## config.mk

```make
export PLATFORM = sky130hd
export DESIGN_NAME = ldc_command_decode
export DESIGN_NICKNAME = d
export VERILOG_FILES = /design/src/ldc_pkg.sv /design/src/ldc_command_decode.sv /design/src/ldc_fifo.sv /design/src/ldc_grey_store.sv
export SDC_FILE = /design/constraint.sdc
export NUM_CORES = 2
export LEC_CHECK = 0
export BUFFER_PORTS_ARGS = -buffer_cell sky130_fd_sc_hd__buf_2
export CAP_MARGIN = 20
export CORE_ASPECT_RATIO = 0.8
export CORE_MARGIN = 2
export CORE_UTILIZATION = 35
export CTS_CLUSTER_SIZE = 14
export DETAILED_ROUTE_END_ITERATION = 10
export HOLD_SLACK_MARGIN = 0.15
export PLACE_DENSITY_LB_ADDON = 0.1
export SETUP_SLACK_MARGIN = 0.15
export SYNTH_ARGS = -nofsm -noshare
export SYNTH_HDL_FRONTEND = slang
export SYNTH_SLANG_ARGS = --single-unit
export TNS_END_PERCENT = 5
```

## constraint.sdc

```tcl
create_clock -name clk -period 3.5 [get_ports clk]
set_input_delay 0.175 -clock clk [delete_from_list [all_inputs] [get_ports clk]]
set_output_delay 0.175 -clock clk [all_outputs]
set_load 0.02 [all_outputs]
```

## src/ldc_pkg.sv

```systemverilog
package ldc_pkg;
    // ==========================================================
    // Widths
    // ==========================================================
    localparam int WORD_W     = 16;
    localparam int CHAN_N     = 16;
    localparam int ADDR_W     = 4;
    localparam int EDGE_W     = 5;
    localparam int BRIGHT_W   = 6;
    localparam int FIFO_DEPTH = 8;
    localparam int FIFO_W     = ADDR_W + WORD_W;
    localparam int STORE_W    = CHAN_N * WORD_W;

    // ==========================================================
    // Control store layout and reset value
    // ==========================================================
    localparam int BRIGHT_LSB      = 4;
    localparam int REFRESH_DIS_BIT = 10;
    localparam int TMR_RST_EN_BIT  = 11;
    localparam int LOAD_MODE_BIT   = 15;
    localparam logic [WORD_W-1:0] CTRL_RESET = 16'h0200;
    localparam logic [WORD_W-1:0] CTRL_MASK  = 16'h8FF0;

    // ==========================================================
    // Command codes: strobe-high edge count divided by two
    // ==========================================================
    localparam logic [EDGE_W-2:0] CMD_WORD_WRITE   = 4'h0;
    localparam logic [EDGE_W-2:0] CMD_FRAME_LOAD   = 4'h1;
    localparam logic [EDGE_W-2:0] CMD_CONFIG_READ  = 4'h2;
    localparam logic [EDGE_W-2:0] CMD_CONFIG_WRITE = 4'h5;
    localparam logic [EDGE_W-2:0] CMD_COUNTER_RST  = 4'h6;
    localparam logic [EDGE_W-2:0] CMD_UNLOCK       = 4'h7;

    localparam logic [ADDR_W-1:0] ADDR_FIRST = 4'hF;
    localparam logic [WORD_W-1:0] COUNT_MAX  = 16'hFFFF;
    localparam logic [EDGE_W-1:0] EDGE_MAX   = 5'h1F;

    typedef enum logic [3:0] {
        ST_IDLE  = 4'b0001,
        ST_PUSH  = 4'b0010,
        ST_DRAIN = 4'b0100,
        ST_COPY  = 4'b1000
    } ldc_state_t;
endpackage
```

## src/ldc_command_decode.sv

```systemverilog
`timescale 1ns/1ns
// Behaviour
// - Hold a 16-bit control store, loaded with default fields at reset.
// - Unused control bits 0-3 and 12-14 read zero; fields take defaults.
// - Brightness is bits 4-9, 64 steps, default 100000.
// - Brightness all zero keeps every sink output off.
// - Bit 10 disables automatic refresh when one; default zero.
// - Refresh disabled: frame load fills second and third, blanks, clears count.
// - Refresh enabled: frame load fills second; third follows at count 65535.
// - Bit 11 enables the counter reset command; default zero.
// - Counter reset (12/13 edges) clears count, blanks, keeps third latch.
// - With bit 11 clear the counter reset command is ignored.
// - Bit 15 selects 16 word writes per frame when one, else 15.
// - Word write (0/1 edges) stores shift register at address counter slot.
// - Frame load (2/3 edges) also resets address counter to channel 15.
// - Config read (4/5 edges) loads control into shift register for output.
// - Config write (10/11 edges) just after unlock (14/15 edges) copies shift register into control store.
// - Serial clock rise shifts serial in at LSB; MSB drives serial out.
// - Reset clears shift register; outputs off until third latch loaded.
module ldc_command_decode (
    input  wire logic                            clk,
    input  wire logic                            arst_n,
    input  wire logic                            serialClock,
    input  wire logic                            serialIn,
    input  wire logic                            loadStrobe,
    input  wire logic                            pwmClock,
    output logic                                 serialOut,
    output logic      [ldc_pkg::CHAN_N-1:0]      sinkOutput,
    output logic      [ldc_pkg::BRIGHT_W-1:0]    globalBrightness
);
    import ldc_pkg::*;

    function automatic logic [WORD_W-1:0] greyWord(
        input logic [STORE_W-1:0] vec,
        input int                 idx
    );
        greyWord = vec[idx*WORD_W +: WORD_W];
    endfunction

    // ==========================================================
    // Pin synchronisers and edge detection
    // ==========================================================
    logic [2:0] sclkSync_r;
    logic [1:0] sinSync_r;
    logic [2:0] latSync_r;
    logic [2:0] pwmSync_r;

    always_ff @(posedge clk or negedge arst_n) begin
        if (!arst_n) begin
            sclkSync_r <= '0;
            sinSync_r  <= '0;
            latSync_r  <= '0;
            pwmSync_r  <= '0;
        end else begin
            sclkSync_r <= {sclkSync_r[1:0], serialClock};
            sinSync_r  <= {sinSync_r[0], serialIn};
            latSync_r  <= {latSync_r[1:0], loadStrobe};
            pwmSync_r  <= {pwmSync_r[1:0], pwmClock};
        end
    end

    wire sclkRise = sclkSync_r[1] && !sclkSync_r[2];
    wire latHigh  = latSync_r[1];
    wire latFall  = !latSync_r[1] && latSync_r[2];
    wire pwmRise  = pwmSync_r[1] && !pwmSync_r[2];
    wire sinBit   = sinSync_r[1];

    // ==========================================================
    // Registers
    // ==========================================================
    logic [WORD_W-1:0]  shift_r;
    logic [WORD_W-1:0]  ctrl_r;
    logic [EDGE_W-1:0]  edgeCnt_r;
    logic               unlock_r;
    logic [ADDR_W-1:0]  addr_r;
    logic [WORD_W-1:0]  cmdData_r;
    logic [WORD_W-1:0]  pwmCount_r;
    logic [STORE_W-1:0] second_r;
    logic [STORE_W-1:0] third_r;
    logic               loaded_r;
    logic               forceOff_r;
    logic [CHAN_N-1:0]  sink_r;
    logic               serialOut_r;
    ldc_state_t         state_r;
    ldc_state_t         state_nxt;

    // ==========================================================
    // Decode
    // ==========================================================
    wire [EDGE_W-2:0] cmdCode     = edgeCnt_r[EDGE_W-1:1];
    wire              inIdle      = (state_r == ST_IDLE);
    wire              take        = latFall && inIdle;
    wire              isWordWrite = take && (cmdCode == CMD_WORD_WRITE);
    wire              isFrameLoad = take && (cmdCode == CMD_FRAME_LOAD);
    wire              isCfgRead   = take && (cmdCode == CMD_CONFIG_READ);
    wire              isCfgWrite  = take && (cmdCode == CMD_CONFIG_WRITE);
    wire              isCntReset  = take && (cmdCode == CMD_COUNTER_RST);
    wire              isUnlock    = take && (cmdCode == CMD_UNLOCK);
    wire              refreshDis  = ctrl_r[REFRESH_DIS_BIT];
    wire              tmrRstEn    = ctrl_r[TMR_RST_EN_BIT];
    wire              loadMode16  = ctrl_r[LOAD_MODE_BIT];
    wire              cfgAccept   = isCfgWrite && unlock_r;
    wire              cntResetGo  = isCntReset && tmrRstEn;
    wire              frameCopy   = (state_r == ST_COPY);
    wire              copyToThird = frameCopy && refreshDis;
    wire              autoRefresh = pwmRise && !refreshDis &&
                                    (pwmCount_r == COUNT_MAX);

    // ==========================================================
    // Word FIFO in front of the first latch
    // ==========================================================
    // The FIFO decouples command timing from latch writes; a frame
    // copy waits until it drains so no word is lost or reordered.
    logic              fifoInReady;
    logic [FIFO_W-1:0] fifoOutData;
    logic              fifoOutValid;
    logic [STORE_W-1:0] firstWords;
    wire               fifoInValid = (state_r == ST_PUSH);
    wire               drainReady  = !frameCopy;
    wire               pushDone    = fifoInValid && fifoInReady;

    ldc_fifo #(
        .WIDTH (FIFO_W),
        .DEPTH (FIFO_DEPTH)
    ) u_fifo (
        .clk      (clk),
        .arst_n   (arst_n),
        .inData   ({addr_r, cmdData_r}),
        .inValid  (fifoInValid),
        .inReady  (fifoInReady),
        .outData  (fifoOutData),
        .outValid (fifoOutValid),
        .outReady (drainReady)
    );

    ldc_grey_store u_first (
        .clk      (clk),
        .arst_n   (arst_n),
        .wrEn     (fifoOutValid && drainReady),
        .wrAddr   (fifoOutData[FIFO_W-1:WORD_W]),
        .wrData   (fifoOutData[WORD_W-1:0]),
        .allWords (firstWords)
    );

    // ==========================================================
    // Sequencer
    // ==========================================================
    logic frameAfter_r;

    always_comb begin
        state_nxt = state_r;
        case (state_r)
            ST_IDLE: begin
                if (isWordWrite) begin
                    state_nxt = ST_PUSH;
                end else if (isFrameLoad) begin
                    // 15-write mode captures the last word here.
                    state_nxt = loadMode16 ? ST_DRAIN : ST_PUSH;
                end
            end
            ST_PUSH: begin
                if (pushDone) begin
                    state_nxt = frameAfter_r ? ST_DRAIN : ST_IDLE;
                end
            end
            ST_DRAIN: begin
                if (!fifoOutValid) begin
                    state_nxt = ST_COPY;
                end
            end
            ST_COPY: begin
                state_nxt = ST_IDLE;
            end
            default: begin
                state_nxt = ST_IDLE;
            end
        endcase
    end

    always_ff @(posedge clk or negedge arst_n) begin
        if (!arst_n) begin
            state_r      <= ST_IDLE;
            frameAfter_r <= 1'b0;
            cmdData_r    <= '0;
        end else begin
            state_r <= state_nxt;
            if (take) begin
                frameAfter_r <= isFrameLoad;
                cmdData_r    <= shift_r;
            end
        end
    end

    // ==========================================================
    // Serial front end
    // ==========================================================
    always_ff @(posedge clk or negedge arst_n) begin
        if (!arst_n) begin
            shift_r   <= '0;
            edgeCnt_r <= '0;
        end else begin
            if (isCfgRead) begin
                shift_r <= ctrl_r;
            end else if (sclkRise) begin
                shift_r <= {shift_r[WORD_W-2:0], sinBit};
            end
            if (latFall) begin
                edgeCnt_r <= '0;
            end else if (latHigh && sclkRise && edgeCnt_r != EDGE_MAX) begin
                edgeCnt_r <= edgeCnt_r + 1'b1;
            end
        end
    end

    // ==========================================================
    // Control store and unlock
    // ==========================================================
    // Unassigned edge counts fall through every decode term above,
    // so they only cancel the unlock.
    always_ff @(posedge clk or negedge arst_n) begin
        if (!arst_n) begin
            ctrl_r   <= CTRL_RESET;
            unlock_r <= 1'b0;
        end else begin
            if (cfgAccept) begin
                ctrl_r <= cmdDataMask(shift_r);
            end
            if (take) begin
                unlock_r <= isUnlock;
            end
        end
    end

    function automatic logic [WORD_W-1:0] cmdDataMask(
        input logic [WORD_W-1:0] v
    );
        cmdDataMask = v & CTRL_MASK;
    endfunction

    // ==========================================================
    // Address counter
    // ==========================================================
    always_ff @(posedge clk or negedge arst_n) begin
        if (!arst_n) begin
            addr_r <= ADDR_FIRST;
        end else if (frameCopy) begin
            addr_r <= ADDR_FIRST;
        end else if (pushDone) begin
            addr_r <= addr_r - 1'b1;
        end
    end

    // ==========================================================
    // Second and third latches, PWM counter
    // ==========================================================
    always_ff @(posedge clk or negedge arst_n) begin
        if (!arst_n) begin
            second_r   <= '0;
            third_r    <= '0;
            loaded_r   <= 1'b0;
            pwmCount_r <= '0;
            forceOff_r <= 1'b1;
        end else begin
            if (frameCopy) begin
                second_r <= firstWords;
            end
            if (copyToThird) begin
                third_r  <= firstWords;
                loaded_r <= 1'b1;
            end else if (autoRefresh) begin
                third_r  <= second_r;
                loaded_r <= 1'b1;
            end
            if (copyToThird || cntResetGo) begin
                pwmCount_r <= '0;
                forceOff_r <= 1'b1;
            end else if (pwmRise) begin
                pwmCount_r <= pwmCount_r + 1'b1;
                forceOff_r <= 1'b0;
            end
        end
    end

    // ==========================================================
    // Sink outputs
    // ==========================================================
    // Only the on/off decision is made here; current scaling by the
    // brightness field is left to the analog stage.
    wire brightOn = (ctrl_r[BRIGHT_LSB +: BRIGHT_W] != '0);
    logic [CHAN_N-1:0] sinkOn;

    always_comb begin
        for (int i = 0; i < CHAN_N; i++) begin
            sinkOn[i] = brightOn && loaded_r && !forceOff_r &&
                        (pwmCount_r < greyWord(third_r, i));
        end
    end

    always_ff @(posedge clk or negedge arst_n) begin
        if (!arst_n) begin
            sink_r      <= '0;
            serialOut_r <= 1'b0;
        end else begin
            sink_r      <= sinkOn;
            serialOut_r <= shift_r[WORD_W-1];
        end
    end

    assign sinkOutput       = sink_r;
    assign serialOut        = serialOut_r;
    assign globalBrightness = ctrl_r[BRIGHT_LSB +: BRIGHT_W];
endmodule

```

## src/ldc_fifo.sv

```systemverilog
`timescale 1ns/1ns
module ldc_fifo #(
    parameter int WIDTH = 20,
    parameter int DEPTH = 8
) (
    input  wire logic             clk,
    input  wire logic             arst_n,
    input  wire logic [WIDTH-1:0] inData,
    input  wire logic             inValid,
    output logic                  inReady,
    output logic      [WIDTH-1:0] outData,
    output logic                  outValid,
    input  wire logic             outReady
);
    localparam int PW = $clog2(DEPTH);

    logic [WIDTH-1:0] mem [DEPTH];
    logic [PW-1:0]    wrPtr_r;
    logic [PW-1:0]    rdPtr_r;
    logic [PW:0]      count_r;
    wire              doPush = inValid && inReady;
    wire              doPop  = outValid && outReady;

    // ==========================================================
    // Flags
    // ==========================================================
    assign inReady  = (count_r != (PW+1)'(DEPTH));
    assign outValid = (count_r != '0);
    assign outData  = mem[rdPtr_r];

    // ==========================================================
    // Storage and pointers
    // ==========================================================
    always_ff @(posedge clk) begin
        if (doPush) begin
            mem[wrPtr_r] <= inData;
        end
    end

    always_ff @(posedge clk or negedge arst_n) begin
        if (!arst_n) begin
            wrPtr_r <= '0;
            rdPtr_r <= '0;
            count_r <= '0;
        end else begin
            if (doPush) begin
                wrPtr_r <= (wrPtr_r == PW'(DEPTH-1)) ? '0 : wrPtr_r + 1'b1;
            end
            if (doPop) begin
                rdPtr_r <= (rdPtr_r == PW'(DEPTH-1)) ? '0 : rdPtr_r + 1'b1;
            end
            count_r <= count_r + (PW+1)'(doPush) - (PW+1)'(doPop);
        end
    end
endmodule

```

## src/ldc_grey_store.sv

```systemverilog
`timescale 1ns/1ns
module ldc_grey_store (
    input  wire logic                          clk,
    input  wire logic                          arst_n,
    input  wire logic                          wrEn,
    input  wire logic [ldc_pkg::ADDR_W-1:0]    wrAddr,
    input  wire logic [ldc_pkg::WORD_W-1:0]    wrData,
    output logic      [ldc_pkg::STORE_W-1:0]   allWords
);
    import ldc_pkg::*;

    // ==========================================================
    // First grey-level latch, all words visible at once.
    // ==========================================================
    always_ff @(posedge clk or negedge arst_n) begin
        if (!arst_n) begin
            allWords <= '0;
        end else if (wrEn) begin
            allWords[wrAddr*WORD_W +: WORD_W] <= wrData;
        end
    end
endmodule

```

# [Yosys cells after proc, flatten, opt, wreduce, memory -nomap -nowiden]
# Memory sizes are Yosys's and may differ from the RTL's.
# Cells that the tools add are included.
[classes] n_addsub=8 multipliers=0 div=0 magnitude_cmp=16 n_eq_ne=17 shift=2 n_mux=26 bitwise_logic=0 reduce_logical=53
[ops] operator="two-way mux 256 bit" n=2
[ops] operator="bitwise mux 256 bit" n=1
[ops] operator="< comparator 16 bit" n=16
[ops] operator="variable shift 16 x 34 -> 256 bit, first input constant" n=1
[ops] operator="indexed part select 16 x 34 -> 256 bit" n=1
[ops] operator="two-way mux 16 bit" n=4
[ops] operator="logical AND 1 bit" n=37
[ops] operator="negator 8 -> 34 bit" n=1
[ops] operator="two-way mux 4 bit" n=6
[ops] operator="adder 16 x 1 -> 16 bit, second input constant" n=1
[ops] operator="== test 16 bit, second input constant" n=1
[ops] operator="== test 4 x 3 -> 1 bit, second input constant" n=4
[ops] operator="two-way mux 3 bit" n=4
[ops] operator="case mux 4 bit (3 select lines)" n=1
[ops] operator="two-way mux 5 bit" n=2
[ops] operator="nonzero test 2 bit" n=5
[ops] operator="== test 4 x 1 -> 1 bit, second input constant" n=2
[ops] operator="== test 4 x 2 -> 1 bit, second input constant" n=2
[ops] operator="adder 3 x 1 -> 3 bit, second input constant" n=2
[ops] operator="== test 3 bit, second input constant" n=2
[ops] operator="zero test 1 bit" n=6
[ops] operator="two-way mux 1 bit" n=6
[ops] operator="nonzero test 6 bit" n=1
[ops] operator="adder 5 x 1 -> 5 bit, second input constant" n=1
[ops] operator="other kinds (12)" n=13
[word_totals] regBits=880 latchBits=0 ramBits=160 romBits=0 inputBits=6 mem_count=1
[mem_list] memory="u_fifo.mem" words=8 word_bits=20 rd=1 rd_ports_with_merged_regs=0 wr=1 line_no="ldc_fifo.sv:17" rtl="logic [WIDTH-1:0] mem [DEPTH];"

# [Longest topological paths before layout]
[depth] ltp_word=7 ltp_mapped=16

# [Hierarchy]
# Synthesis repeated with hierarchy kept, for this count alone.
[hier_totals] cells_unflattened=4608 hier_area_um2=47633.2
[by_module_without_submodules] mod="ldc_command_decode" n_inst=1 cells_per_inst=3597 area_each_um2=31006.0 seq_area_each_um2=15373.5
[by_module_without_submodules] mod="ldc_grey_store" n_inst=1 cells_per_inst=723 area_each_um2=9869.5 seq_area_each_um2=6406.1
[by_module_without_submodules] mod="ldc_fifo" n_inst=1 cells_per_inst=288 area_each_um2=6757.7 seq_area_each_um2=5054.8

# [Worst setup path before layout]
# Ideal clock, no wire load.
[synth_timing] path_kind="flip-flop to flip-flop" start="reg u_fifo.rdPtr_r[0]" end="reg u_first.allWords[38] (netlist bit)" arrival_time_ps=3441 required_ps=3375 slack_ps=-66 path_stages_with_launch=16 n_path_buf=5 path_cell_list="dfrtp_1 > buf_6 > buf_12 > mux2i_1 > a22o_1 > buf_4 > nor2_4 > inv_2 > nand2_1 > a21oi_1 > ha_1 > clkbuf_1 > nand4_2 > nor3_4 > buf_4 > mux2_2"
[synth_between] elab_chain_len=4 elab_cells_between_ends=5
[synth_rtl] item="start: declaration" line_no="ldc_fifo.sv:19" rtl="logic [PW-1:0] rdPtr_r;"
[synth_rtl] item="start signal: assignment" line_no="ldc_fifo.sv:50" rtl="rdPtr_r <= (rdPtr_r == PW'(DEPTH-1)) ? '0 : rdPtr_r + 1'b1;"
[synth_rtl] item="memory read (8 x 20 bit) (*)"
[synth_rtl] item="negator 8 -> 34 bit" line_no="ldc_grey_store.sv:19" rtl="allWords[wrAddr*WORD_W +: WORD_W] <= wrData;"
[synth_rtl] item="indexed part select 16 x 34 -> 256 bit or variable shift 16 x 34 -> 256 bit (tied branches)" line_no="ldc_grey_store.sv:19"
[synth_rtl] item="bitwise mux 256 bit (*)" line_no="ldc_grey_store.sv:19"
[synth_rtl] item="end signal: indexed assignment" line_no="ldc_grey_store.sv:19"
[synth_rtl] item="end: declaration" line_no="ldc_grey_store.sv:8" rtl="output logic [ldc_pkg::STORE_W-1:0] allWords"
# Mark *: on every way between the ends. The rest lies on a longest branch, timed or not.
# A chain may end at the register's enable or synchronous reset.

# [Worst setup path after layout]
[layout_timing] start="reg u_fifo.rdPtr_r[0]" end="reg u_first.allWords[119] (netlist bit)"
# The elaborated chain is that of the path after synthesis.

==> run_results.csv <==
group,metric,value,unit
routing,vias,34700,
die,dieArea,140000,um2
routing,routed_wl,155000,um
yosys,avgSynthCellArea,10.3,um2
yosys,synth_nets,4931,
power_and_ir_drop,switchingPower,16900,uW
yosys,ys_seq_area_frac,0.560,
timing,min_period_over_period,0.934,
timing,max_slew_margin,0.395,
die,die_w,418,um
worst_setup_path,start_kind,"flip-flop",
worst_setup_path,crit_family,"flip-flops",
yosys,synth-seq-cells,1040,
yosys,synth_edf_count,160,
hold_path,hold_path.class,"flip-flop to flip-flop",
place,portBuffers,28,
yosys,ys_types,79,
yosys,yosys_most_used_dff,"dfrtp_1",
routing,drt_iter0_drc,2735,
cts,clockBufferDepth,3,
worst_setup_path,r2r-start,"u_fifo.rdPtr_r[0]",
worst_setup_path,worst-path-buf-inv,3,
worst_setup_path,rr_endpoint,"u_first.allWords[119]",
cts,htree_levels,3,
routing,antenna_left,0,
power_and_ir_drop,power,42400,uW
power_and_ir_drop,power_frac_clock,0.285,
cells_and_area,final_cell_mix,"nand2_1 (1242), dfrtp_1 (871), inv_1 (272)",
worst_setup_path,r2r_setup_slack,0.23,ns
worst_setup_path,cpPeakStageDelay,0.58,ns
cells_and_area,final_area,55400,um2
worst_setup_path,critPathRequiredTime,4.11,ns
power_and_ir_drop,ir_drop,0.858,mV
place,post_dp_cell_area,51500,um2
global_route,grt_max_degree,141,
cts,cts_sinks,1040,
timing,fin_setup_tns,0,ns
yosys,synthArstFlopShare,0.846,
power_and_ir_drop,leakagePower,0.0259,uW
cells_and_area,layout_commonest_cell,"nand2_1",
cells_and_area,fin_nets,5002,
die,row_count,121,
place,dpl.hpwl,94100,um
timing,hold_viol,0,
power_and_ir_drop,powerDensity,765,nW/um2
global_route,grt_pass1_vias,34100,
cts,cts_tree,"built",
timing,drv_slew,0,
worst_setup_path,crit_path_end,"u_first.allWords[119]",
timing,min_period,3.27,ns
yosys,yosysWarningCount,0,
yosys,syn_area,47900,um2
cts,clock_latency,0.76,ns
cts,cts_made_buffers,113,
cts,clk_pin_slew,0.06,ns
power_and_ir_drop,seq_power_share,0.357,
worst_setup_path,rr_worst_depth,12,
power_and_ir_drop,intPower,25500,uW
yosys,netlist_instances,4668,
cells_and_area,drive_above_1_share,0.129,
routing,post-route-drc-count,0,
flow_run,cap_viol_max_count,0,
timing,skew,0.0424,ns
routing,wl_per_cell,23.4,um
cells_and_area,area_growth,15.6,%
worst_setup_path,arrival,3.88,ns
die,dieHeight,335,um
timing,worstMarginPinSlew,0.908,ns
timing,setup_viol_count_final,0,
global_route,grt.total_usage,0.223,
worst_setup_path,crit_slowest_cell,"dfrtp_4",
cts,cts_root_buf,"clkbuf_16",
routing,first_pass_iters,8,
die,ioPinCount,29,
timing,fmax,306,MHz
worst_setup_path,crit_fanout,23,
die,start_util,0.352,
global_route,grt_pass1_wl,233000,um
routing,viasPerCell,5.24,
worst_setup_path,cpMostUsedCell,"buf_4",
place,gp_congestion,0.805,
worst_setup_path,crit_chain,"mux2i_2 > a22o_1 > nor2_4 > inv_2 > nand2_1 > a21oi_1 > ha_2 > buf_4 > o211ai_4 > buf_4 > nor2_2 > mux2_2",
worst_setup_path,startpoint,"u_fifo.rdPtr_r[0]",
global_route,antenna_found_initial,14,
outcome,outcome,"completed",
die,fp.coreArea,136000,um2
power_and_ir_drop,switching_share,0.399,
power_and_ir_drop,combPwrFrac,0.357,
cells_and_area,fillCellCount,13200,
global_route,grt_overflow_total,0,
worst_setup_path,critical_path_class,"flip-flop to flip-flop",
worst_setup_path,crit_path_end_kind,"flip-flop",
timing,rsz0062_at_grt,"true",
worst_setup_path,crit_cells,12,
==> how the worst min path moves through the flow <==
stage,endpoint,slack (ns),start,cells after the start
after CTS,latSync_r[1],0.35,latSync_r[0],0
after global placement,latSync_r[0],0.28,loadStrobe,1
final,latSync_r[1],0.35,latSync_r[0],0
after detailed placement,sclkSync_r[0],0.28,serialClock,1
after floorplan,cmdData_r[0],-0.12,arst_n,0
after global routing,sinSync_r[1],0.36,sinSync_r[0],0
==> state kept, by name (all words and copies together), names as in the netlist, 3 cells and up <==
register,count
shift_r,16
second_r,256
pwmCount_r,16
third_r,256
u_fifo.mem,160
latSync_r,3
ctrl_r,9
sinkOutput,16
u_fifo.rdPtr_r,3
u_first.allWords,256
cmdData_r,16
sclkSync_r,3
u_fifo.wrPtr_r,3
state_r,4
u_fifo.count_r,4
pwmSync_r,3
edgeCnt_r,5
addr_r,4
==> cell type report <==
type                       count  area (um2)  share of cell area
sequential                  1040       26800               0.485
clock buffer                 173        3300              0.0597
antenna                        4        10.0            0.000181
timing repair buffer         234        2480              0.0448
inverter                     276        1040              0.0187
tap                         1783        2230              0.0403
clock inverter                37         414             0.00748
multi-input combinational   3074       19100               0.344
==> synthesized netlist by cell type, drive strengths merged (7+ instances only) <==
master / number / share of area
nand4: 30 / 0.0040
mux4: 34 / 0.016
nor3: 84 / 0.0098
nor2b: 21 / 0.0027
nor4: 30 / 0.0039
inv: 274 / 0.021
mux2i: 45 / 0.0097
a41oi: 9 / 0.0016
buf: 53 / 0.0075
xnor2: 9 / 0.0016
nor2: 244 / 0.019
nand3: 30 / 0.0032
a211o: 15 / 0.0027
dfstp: 7 / 0.0038
or3: 15 / 0.0020
a31oi: 165 / 0.022
o21ai: 193 / 0.020
nand2b: 21 / 0.0027
o21a: 7 / 0.0011
o41ai: 53 / 0.0097
o211ai: 22 / 0.0036
o22ai: 35 / 0.0046
and4: 8 / 0.0015
a22oi: 75 / 0.012
ha: 256 / 0.067
a21oi: 109 / 0.011
edfxtp: 160 / 0.10
a21o: 76 / 0.012
nand2: 1245 / 0.098
o31ai: 44 / 0.0069
dfrtp: 873 / 0.46
xor2: 12 / 0.0022
clkbuf: 225 / 0.018
mux2: 145 / 0.034
==> cells by family (layout without fill, tap and decap cells) <==
| kind of cell | count (synthesis) | after routing | synth area share |
|---|---|---|---|
| buf+inv | 554 | 720 | 0.0468 |
| flops | 1040 | 1040 | 0.560 |
| other cells | 0 | 4 | 0 |
| compound gates | 818 | 818 | 0.111 |
| mux | 224 | 224 | 0.0597 |
| fa+ha+maj | 257 | 257 | 0.0673 |
| xor+xnor | 21 | 21 | 0.00384 |
| simple gates | 1754 | 1754 | 0.151 |
==> power groups by stage <==
stage / combinational (uW) / sequential (uW) / clock [uW]
CTS: 15200 / 15100 / 12400
global route: 16100 / 15300 / 12900
global placement: 15000 / 15300 / 0
floorplan: 7670 / 14800 / 0
detailed placement: 15100 / 15400 / 0
finish: 15100 / 15100 / 12100
==> worst reg2reg max path, stage by stage, from the launching register on <==
cell and delay, ns:
dfrtp_4 0.58, mux2i_2 0.20, a22o_1 0.28, nor2_4 0.13
inv_2 0.05, nand2_1 0.12, a21oi_1 0.07, ha_2 0.45
buf_4 0.22, o211ai_4 0.14, buf_4 0.26, nor2_2 0.27
mux2_2 0.37
==> stage by stage <==
stage	worst slack, ns	hold WS (ns)	instances	util
3_3_place_gp	0.195	0.283	6393	0.378
4_1_cts	0.146	0.353	6614	0.407
3_5_place_dp	0.118	0.284	6393	0.378
5_1_grt	0.0727	0.360	6617	0.407
2_1_floorplan	-0.0300	-0.121	4668	-
6_report	0.230	0.350	6621	0.407
==> metal layers <==
layer  track usage  wire, um  vias up
met5             0        11        -
met4        0.0448      2980        2
met3        0.0306      7530      182
met2         0.334     66900      775
met1         0.342     77300    17600
li1              -         -    16200
==> what timing repair did <==
action,CTS,global route
pin swaps,0,0
setup endpoints to repair,44,146
buffers inserted,0,2
endpoints found under the hold margin,404,0
resized for setup,2,7
hold buffers,11,0
Power figures use the tool's default switching activity.
